`src/core_ctl_pkg.sv`:
```
/*
 * constants, types and register map for the core status, program counter
 * and return stack block; assumes a decoder and alu on the same clock
 */
package core_ctl_pkg;
	localparam int PC_W = 13;
	localparam int STACK_DEPTH = 8;
	localparam int PTR_W = 3;
	// file addresses of the registers in bank 0; bit 7 is the bank bit
	localparam logic [6:0] ADDR_PCL = 7'h02;
	localparam logic [6:0] ADDR_STATUS = 7'h03;
	localparam logic [6:0] ADDR_PROG_COUNTER_UPPER_LATCH = 7'h0a;
	// status bit positions
	localparam int BIT_C = 0;
	localparam int BIT_DC = 1;
	localparam int BIT_Z = 2;
	localparam int BIT_PD = 3;
	localparam int BIT_TO = 4;
	localparam int BIT_RP0 = 5;
	localparam int BIT_RP1 = 6;
	localparam int BIT_IRP = 7;
	// upper latch field positions
	localparam int LATH_LOAD_HI = 4;
	localparam int LATH_JUMP_LO = 3;
	// reset values
	localparam logic [7:0] STATUS_RST = 8'h18;
	localparam logic [7:0] PROG_COUNTER_UPPER_LATCH_RST = 8'h00;
	localparam logic [12:0] PC_RST = 13'h0000;
	localparam logic [12:0] IRQ_VECTOR = 13'h0004;

	typedef enum logic [2:0] {
		FLOW_STEP,
		FLOW_JUMP,
		FLOW_CALL,
		FLOW_RET,
		FLOW_IRQ
	} flow_op_t;

	// one file-register write from the datapath
	typedef struct packed {
		logic wr;
		logic [7:0] addr;
		logic [7:0] data;
		logic clear_op;
	} file_wr_t;

	// flag results of the current alu instruction
	typedef struct packed {
		logic upd_z;
		logic upd_dc;
		logic upd_c;
		logic z;
		logic dc;
		logic c;
	} alu_flags_t;

	// power-state events
	typedef struct packed {
		logic por;
		logic wdt_clear;
		logic sleep;
		logic wdt_timeout;
	} pwr_evt_t;
endpackage

```
`src/core_status_pc_stack.sv`:
```
/*
 * status register, 13-bit program counter with low byte and upper latch,
 * and the 8-deep circular return stack of the core.
 * assumes the decoder presents one instruction per enabled cycle, all
 * inputs synchronous to clk, and subtraction carries already given in
 * the no-borrow sense by the alu.
 */
// Added by the designer: the strobed register port.
`timescale 1ns/1ps

// Functional notes
// - alu flag updates override explicit status writes
// - watchdog and sleep bits ignore writes
// - clear of status clears top, sets zero
// - low bank bit selects direct bank
// - status reachable at 03h and 83h
// - subtraction carries mean no borrow
// - 13-bit counter, low byte readable writable
// - upper counter bits only from latch
// - srst clears program counter; por event does not
// - low byte write loads latch bits upward
// - call or jump takes latch bits 4:3
// - hidden 8x13 return stack
// - push on call or interrupt
// - pop on any return
// - stack actions leave latch alone
// - stack wraps circularly over eight entries
// - no overflow or underflow flag
module core_status_pc_stack
	import core_ctl_pkg::*;
#(
	parameter int DEPTH = STACK_DEPTH
) (
	// clock and reset
	input wire logic clk,
	input wire logic srst,
	// instruction stream
	input wire logic instr_en,
	input wire flow_op_t flow_op,
	input wire logic [10:0] jump_target,
	// file register access
	input wire file_wr_t file_wr,
	input wire logic [7:0] rd_addr,
	input wire logic rd_en,
	input wire alu_flags_t alu_flags,
	input wire pwr_evt_t pwr_evt,
	// outputs
	output logic [7:0] rd_data,
	output logic [12:0] pc,
	output logic [7:0] status,
	output logic bank_sel_low,
	output logic [7:0] prog_counter_upper_latch
);
	logic [7:0] status_q, status_d;
	logic [7:0] lath_q, lath_d;
	logic [12:0] pc_q, pc_d;
	logic [PTR_W-1:0] sp_q, sp_d;
	logic [12:0] stack_q [DEPTH];
	logic push, pop;
	logic [7:0] rd_data_q, rd_data_d;

	// both banks map the same core registers
	function automatic logic hit(input logic [7:0] a, input logic [6:0] r);
		hit = (a[6:0] == r);
	endfunction

	// call and jump share one target composition
	function automatic logic [12:0] jump_dest(input logic [7:0] l,
		input logic [10:0] t);
		jump_dest = {l[LATH_LOAD_HI:LATH_JUMP_LO], t};
	endfunction

	// the low byte write pulls the five latch bits into the high byte
	function automatic logic [12:0] pcl_dest(input logic [7:0] l,
		input logic [7:0] d);
		pcl_dest = {l[LATH_LOAD_HI:0], d};
	endfunction

	logic wr_status, wr_pcl, wr_lath;
	assign wr_status = file_wr.wr && hit(file_wr.addr, ADDR_STATUS);
	assign wr_pcl = file_wr.wr && hit(file_wr.addr, ADDR_PCL);
	assign wr_lath = file_wr.wr && hit(file_wr.addr, ADDR_PROG_COUNTER_UPPER_LATCH);

	always_comb begin
		status_d = status_q;
		if (wr_status) begin
			if (file_wr.clear_op) begin
				status_d[7:5] = 3'h0;
				status_d[BIT_Z] = 1'b1;
			end else begin
				status_d[7:5] = file_wr.data[7:5];
				status_d[2:0] = file_wr.data[2:0];
			end
			// bits 4 and 3 are never taken from the bus
		end
		// alu result wins over the explicit write
		// carries arrive as no-borrow on subtraction
		if (alu_flags.upd_z) begin
			status_d[BIT_Z] = alu_flags.z;
		end
		if (alu_flags.upd_dc) begin
			status_d[BIT_DC] = alu_flags.dc;
		end
		if (alu_flags.upd_c) begin
			status_d[BIT_C] = alu_flags.c;
		end
		if (pwr_evt.por || pwr_evt.wdt_clear) begin
			status_d[BIT_TO] = 1'b1;
			status_d[BIT_PD] = 1'b1;
		end else if (pwr_evt.sleep) begin
			status_d[BIT_TO] = 1'b1;
			status_d[BIT_PD] = 1'b0;
		end
		if (pwr_evt.wdt_timeout) begin
			status_d[BIT_TO] = 1'b0;
		end
	end

	// pushes and pops never touch the latch
	always_comb begin
		lath_d = lath_q;
		if (wr_lath) begin
			lath_d = file_wr.clear_op ? 8'h00 : file_wr.data;
		end
	end

	always_comb begin
		pc_d = pc_q;
		sp_d = sp_q;
		push = 1'b0;
		pop = 1'b0;
		if (instr_en) begin
			pc_d = pc_q + 13'h0001;
			case (flow_op)
				FLOW_JUMP: begin
					pc_d = jump_dest(lath_q, jump_target);
				end
				FLOW_CALL: begin
					push = 1'b1;
					pc_d = jump_dest(lath_q, jump_target);
				end
				FLOW_IRQ: begin
					push = 1'b1;
					pc_d = IRQ_VECTOR;
				end
				FLOW_RET: begin
					pop = 1'b1;
					pc_d = stack_q[sp_q - 3'h1];
				end
				default: begin
					if (wr_pcl) begin
						pc_d = pcl_dest(lath_q,
							file_wr.clear_op ? 8'h00 : file_wr.data);
					end
				end
			endcase
			// pointer wraps silently with no flag
			if (push) begin
				sp_d = sp_q + 3'h1;
			end else if (pop) begin
				sp_d = sp_q - 3'h1;
			end
		end
	end

	always_comb begin
		rd_data_d = 8'h00;
		if (rd_en) begin
			if (hit(rd_addr, ADDR_PCL)) begin
				rd_data_d = pc_q[7:0];
			end else if (hit(rd_addr, ADDR_STATUS)) begin
				rd_data_d = status_q;
			end else if (hit(rd_addr, ADDR_PROG_COUNTER_UPPER_LATCH)) begin
				rd_data_d = lath_q;
			end
		end
	end

	always_ff @(posedge clk) begin
		if (srst) begin
			status_q <= STATUS_RST;
			lath_q <= PROG_COUNTER_UPPER_LATCH_RST;
			pc_q <= PC_RST;
			sp_q <= '0;
			rd_data_q <= 8'h00;
		end else begin
			status_q <= status_d;
			lath_q <= lath_d;
			pc_q <= pc_d;
			sp_q <= sp_d;
			rd_data_q <= rd_data_d;
		end
	end

	// one write enable per entry, the pointer picks the slot
	logic [DEPTH-1:0] slot_we;
	logic [12:0] ret_addr;
	assign ret_addr = pc_q + 13'h0001;

	always_comb begin
		slot_we = '0;
		if (push) begin
			slot_we[sp_q] = 1'b1;
		end
	end

	// hidden stack storage
	for (genvar i = 0; i < DEPTH; i++) begin : g_slot
		always_ff @(posedge clk) begin
			if (slot_we[i]) begin
				stack_q[i] <= ret_addr;
			end
		end
	end

	assign rd_data = rd_data_q;
	assign pc = pc_q;
	assign status = status_q;
	assign bank_sel_low = status_q[BIT_RP0];
	assign prog_counter_upper_latch = lath_q;
endmodule
```
`config.mk`:
```
export PLATFORM = sky130hd
export DESIGN_NAME = core_status_pc_stack
export DESIGN_NICKNAME = d
export VERILOG_FILES = /design/src/core_ctl_pkg.sv /design/src/core_status_pc_stack.sv
export SDC_FILE = /design/constraint.sdc
export NUM_CORES = 1
export LEC_CHECK = 0
export ABC_AREA = 1
export BUFFER_PORTS_ARGS = -buffer_cell sky130_fd_sc_hd__buf_2
export CAP_MARGIN = 10
export CELL_PAD_IN_SITES_DETAIL_PLACEMENT = 2
export CELL_PAD_IN_SITES_GLOBAL_PLACEMENT = 2
export CORE_MARGIN = 4
export CORE_UTILIZATION = 31
export CTS_CLUSTER_DIAMETER = 40
export DETAILED_ROUTE_END_ITERATION = 10
export PLACE_DENSITY = 0.87
export SKIP_CTS_REPAIR_TIMING = 1
export SLEW_MARGIN = 20
export SYNTH_ARGS = -nofsm -noshare
export SYNTH_HDL_FRONTEND = slang
export SYNTH_SLANG_ARGS = --single-unit
```
`constraint.sdc`:
```
create_clock -name clk -period 1.9 [get_ports clk]
set_input_delay 0.19 -clock clk [delete_from_list [all_inputs] [get_ports clk]]
set_output_delay 0.19 -clock clk [all_outputs]
set_load 0.005 [all_outputs]
```
* Word level (Yosys, flattened, before mapping)
Memories as Yosys holds them, arrays and structs flattened.
Index checks and enable logic that the tools add are counted.
** Storage, ports and cells
- Memory bits (writable) :: 104
- Memories kept :: 1
- Output and inout bits :: 38
- Latch bits :: 0
- Memory bits (read-only) :: 0
- Logic and storage cells :: 116
- Input port bits :: 54
- Register bits :: 40
** Operators by class
- Reductions and logical operators :: 24
- Divide/modulo/power cells :: 0
- Mux-type cells :: 63
- Multiply operators :: 0
- Shifts and indexed selects :: 0
- Equal/unequal tests :: 12
- Bitwise gates (word level) :: 1
- Add/sub/neg operators :: 3
- Order comparisons :: 2
** Memory list
- stack_q :: words 8, bits a word 13, read ports 1, clocked after Yosys merged registers in 0, wr ports 1, line core_status_pc_stack.sv:58 : logic [12:0] stack_q [DEPTH];
** Operator list (count)
- 13-bit two-way mux :: 8
- 13-bit OR reduction :: 7
- 8-bit two-way mux :: 5
- 13-bit one-hot mux with 3 select lines :: 1
- 1-bit two-way mux :: 34
- 3-bit two-way mux :: 11
- 7-bit by 2-bit equality test with 1-bit output, second input constant :: 4
- 7-bit by 4-bit equality test with 1-bit output, second input constant :: 2
- 13-bit by 1-bit adder with 13-bit output, second input constant :: 1
- 2-bit nonzero test :: 4
- 2-bit OR reduction :: 4
- 3-bit by 2-bit equality test with 1-bit output, second input constant :: 2
- 2-bit two-way mux :: 3
- 2-bit AND reduction :: 3
- 1-bit logical AND :: 4
- 3-bit by 4-bit < comparator with 1-bit output, second input constant :: 1
- 2-bit by 1-bit inequality test with 1-bit output, second input constant :: 2
- 3-bit by 1-bit adder with 3-bit output, second input constant :: 1
- 1-bit demux with 3-bit select :: 1
- 3-bit by 1-bit equality test with 1-bit output, second input constant :: 1
- 3-bit equality test, second input constant :: 1
- 3-bit by 1-bit >= comparator with 1-bit output, second input constant :: 1
- 3-bit nonzero test :: 1
- 3-bit by 1-bit subtractor with 3-bit output, second input constant :: 1
- 2 further kinds :: 2

* Longest topological paths before layout
- Depth in word-level cells :: 16
- Mapped depth :: 14

* Worst setup path before layout
OpenSTA, ideal clock, no wires.
- Path type :: reg2reg
- Start :: register sp_q[0]
- End :: register pc_q[10], in the netlist pc[10]
- Stages on the path, launching flop included :: 15
- Library setup time :: 0.117 ns
- Path buffers :: 5
- Data arrival time :: 1.877 ns
- Data required time :: 1.783 ns
- Period minus slack after synthesis :: 1.994 ns
- Slack :: -0.094 ns
- Cells stage by stage :: dfxtp_1 -> buf_4 -> inv_2 -> buf_6 -> buf_2 -> ha_1 -> buf_4 -> clkinv_1 -> buf_2 -> nand2_1 -> nand3_1 -> nand3_1 -> nand2_1 -> nor2_1 -> nor2_1
** On the way
- Longest elaborated chain between the ends :: 3
** Ends and longest elaborated chain
- start: declaration :: line core_status_pc_stack.sv:57 : logic [PTR_W-1:0] sp_q, sp_d;
- start signal: assignment :: line core_status_pc_stack.sv:190 : sp_q <= sp_d;
- 3-bit by 1-bit subtractor with 3-bit output :: line core_status_pc_stack.sv:148 : pc_d = stack_q[sp_q - 3'h1];
- memory read 8 x 13 bit
- 13-bit one-hot mux with 3 select lines :: line core_status_pc_stack.sv:134 : case (flow_op)
- end signal: assignment :: line core_status_pc_stack.sv:189 : pc_q <= pc_d;
- end: declaration :: line core_status_pc_stack.sv:56 : logic [12:0] pc_q, pc_d;
No other way between the ends.
A chain may end at the register's enable or synchronous reset.

* Worst setup path in the final report
- Start :: register sp_q[0]
- End :: register pc_q[1], in the netlist pc[1]
The elaborated chain is that of the path after synthesis.

==> flow_metrics.py <==
metrics = {
    "status": {
        "status": "finished clean",
    },
    "critical_path": {
        "end_kind": "register",
        "critical_path_required_ns": 2.23,
        "crit_fanout": 12,
        "worstPathArrival_ns": 2.12,
        "path_class": "register to register",
        "critPathLaunchType": "register",
    },
    "final_layout": {
        "n_fill_cell": 2513,
        "seq_area_um2": 3930,
        "final_area_um2": 8470,
        "nets": 977,
        "diodes": 0,
        "drive_above_1_share_pct": 19.8,
        "final_core_util_pct": 38.7,
        "areaGrowthSynthToFinish_pct": 22.7,
        "fin_cells": 1212,
        "multi_input_area_um2": 2470,
    },
    "yosys": {
        "synth_top_area_share_pct": 45.3,
        "synth.distinct_cells": 33,
        "synth_edf_count": 104,
        "synth_ff_type": "edfxtp_1",
        "yosys_warnings": 0,
        "avgSynthCellArea_um2": 8.56,
        "netlist_area_um2": 6900,
        "postSynthCellCount": 806,
        "syn-num-nets": 863,
        "async_flop_share_pct": 0,
        "synth_seq_cells": 144,
        "synthMostInstantiatedCell": "nand2_1",
        "seq_area_frac_synth_pct": 56.9,
        "yosysTopAreaCell": "edfxtp_1",
        "synthTopCellsByArea": "edfxtp_1 (45%), nand2_1 (15%), dfxtp_1 (12%)",
        "synth_commonest_cells": "nand2_1 (281), edfxtp_1 (104), nand3_1 (80)",
    },
    "sta": {
        "period_needed_ns": 1.79,
        "setup_viol": 0,
        "max-slew-margin-rel_pct": 61.5,
        "finalClockSkew_ns": 0.0111,
        "final_hold_viol_count": 0,
        "tightest_slew_ns": 0.575,
        "fmax_mhz": 558,
        "rsz0062_at_grt": "true",
        "slew_violations": 0,
        "min_period_over_period_pct": 94.3,
    },
    "drt": {
        "routed_wl_mm": 24.6,
        "drt_iter0_markers": 293,
        "dr.pass1.iters": 4,
        "via_count": 6043,
        "wl_per_cell_um": 20.3,
        "ant_nets": 0,
        "viasPerCell": 4.99,
        "drcViolationCount": 0,
    },
    "floorplan": {
        "io_pins": 92,
        "die_w_um": 157,
        "core_area_um2": 21900,
        "die-area_um2": 24700,
        "fp-row-count": 54,
        "start_util_pct": 31.5,
        "die_h_um": 157,
    },
    "grt": {
        "track_usage_pct": 20.5,
        "grt_pass1_vias": 6908,
        "grt_max_degree": 56,
        "grt_overflow_total": 0,
        "grt_pass1_wl_mm": 38.9,
        "antenna_found_initial": 0,
    },
    "worst_hold_path": {
        "hold_class": "primary input to register",
    },
    "place": {
        "numPlacedInstances": 1180,
        "dp_hpwl_mm": 17.5,
        "portBuffers": 89,
        "place.gp.congestion": 0.806,
        "placed_area_um2": 7870,
    },
    "clocking": {
        "numCtsBuffers": 17,
        "clkTransAtPathRegs_ns": 0.06,
        "ctsLongestPathBuffers": 2,
        "clkSinkCount": 144,
        "cts_root_buf": "clkbuf_16",
        "insertion_delay_ns": 0.43,
        "cts_max_level": 4,
        "cts_tree": "yes",
    },
    "run": {
        "maxCapViolations": 0,
    },
    "pwr": {
        "p_leak_nw": 3.70,
        "cellPowerDensity_nw_per_um2": 925,
        "irDropWorstVdd_mv": 0.641,
    },
}
-- power breakdown --
group          switching [mW]  internal [mW]
Clock                    1.37           1.93
Combinational           0.691          0.348
Sequential             0.0560           3.45
-- layer usage --
layer	wire length, um	GRT usage, %	part of all wire, %	vias up
li1	-	-	-	2862
met1	10100	24.3	41	3003
met2	12800	36.7	52	142
met3	1160	4.89	4.7	36
met4	548	6.43	2.2	0
met5	0	0	0	-
-- kinds of logic (layout without fill, tap and decap cells) --
| logic type | after synthesis | count (layout) | share of synthesized area (%) |
|---|---|---|---|
| adders and majority gates | 3 | 3 | 0.544 |
| DFF | 144 | 144 | 56.9 |
| AOI/OAI and AO/OA | 78 | 78 | 6.25 |
| buffers and inverters | 117 | 243 | 7.60 |
| xor gates and xnor gates | 6 | 6 | 0.979 |
| and+or+nand+nor | 458 | 458 | 27.8 |
-- worst paths after layout --
check / start / endpoint / slack [ns] / cells past startpoint
max: sp_q[0] / pc[1] / 0.11 / 10
min reg2reg: prog_counter_upper_latch[5] / rd_data[5] / 0.50 / 2
min: alu_flags[4] / status[1] / 0.0003 / 3
max reg2reg: sp_q[0] / pc[1] / 0.11 / 10
-- per-stage QoR --
stage	worst slack, ns	total power [mW]	hold WS [ns]	TNS [ns]
5_1_grt	-0.0203	8.16	0.00284	-0.0710
4_1_cts	0.0131	7.90	-0.0636	0
2_1_floorplan	0.00179	4.14	0.303	0
3_5_place_dp	0.0172	4.60	0.395	0
3_3_place_gp	0.158	4.52	0.392	0
6_report	0.108	7.83	0.000256	0
-- sequential cells by signal, indices dropped and copies added, names as in the netlist --
name	flops
sp_q	3
stack_q	104
prog_counter_upper_latch	8
status	8
pc	13
rd_data	8
-- placed cells by master (no fill, tap or decap), drive strengths merged, types with 7 or more instances in the layout --
cell    netlist  routed
edfxtp      104     104
inv          80      83
clkinv        3       7
a21oi        20      20
a31oi         8       8
nor2         79      79
nand2       282     282
o21ai        42      42
nand3        82      82
clkbuf        8      18
a211oi        7       7
buf          26     128
nand3b        9       9
dfxtp        40      40
-- worst max-delay path: stages, from the launching register on --
cell and delay, ns:
dfxtp_2 0.37, inv_2 0.07, ha_2 0.41, buf_4 0.25
nor2_1 0.07, o21ai_1 0.09, nand3_1 0.09, nand3_1 0.16
nand3b_1 0.10, nand2_1 0.06, inv_1 0.03
-- area by class of cell --
cell class	instances	area share, %
Timing Repair Buffer	129	9.91
Inverter	83	3.74
Tap cell	280	4.14
Multi-Input combinational cell	545	29.2
Clock buffer	18	5.07
Sequential cell	144	46.3
Clock inverter	13	1.63
Power figures use the tool's default switching activity.
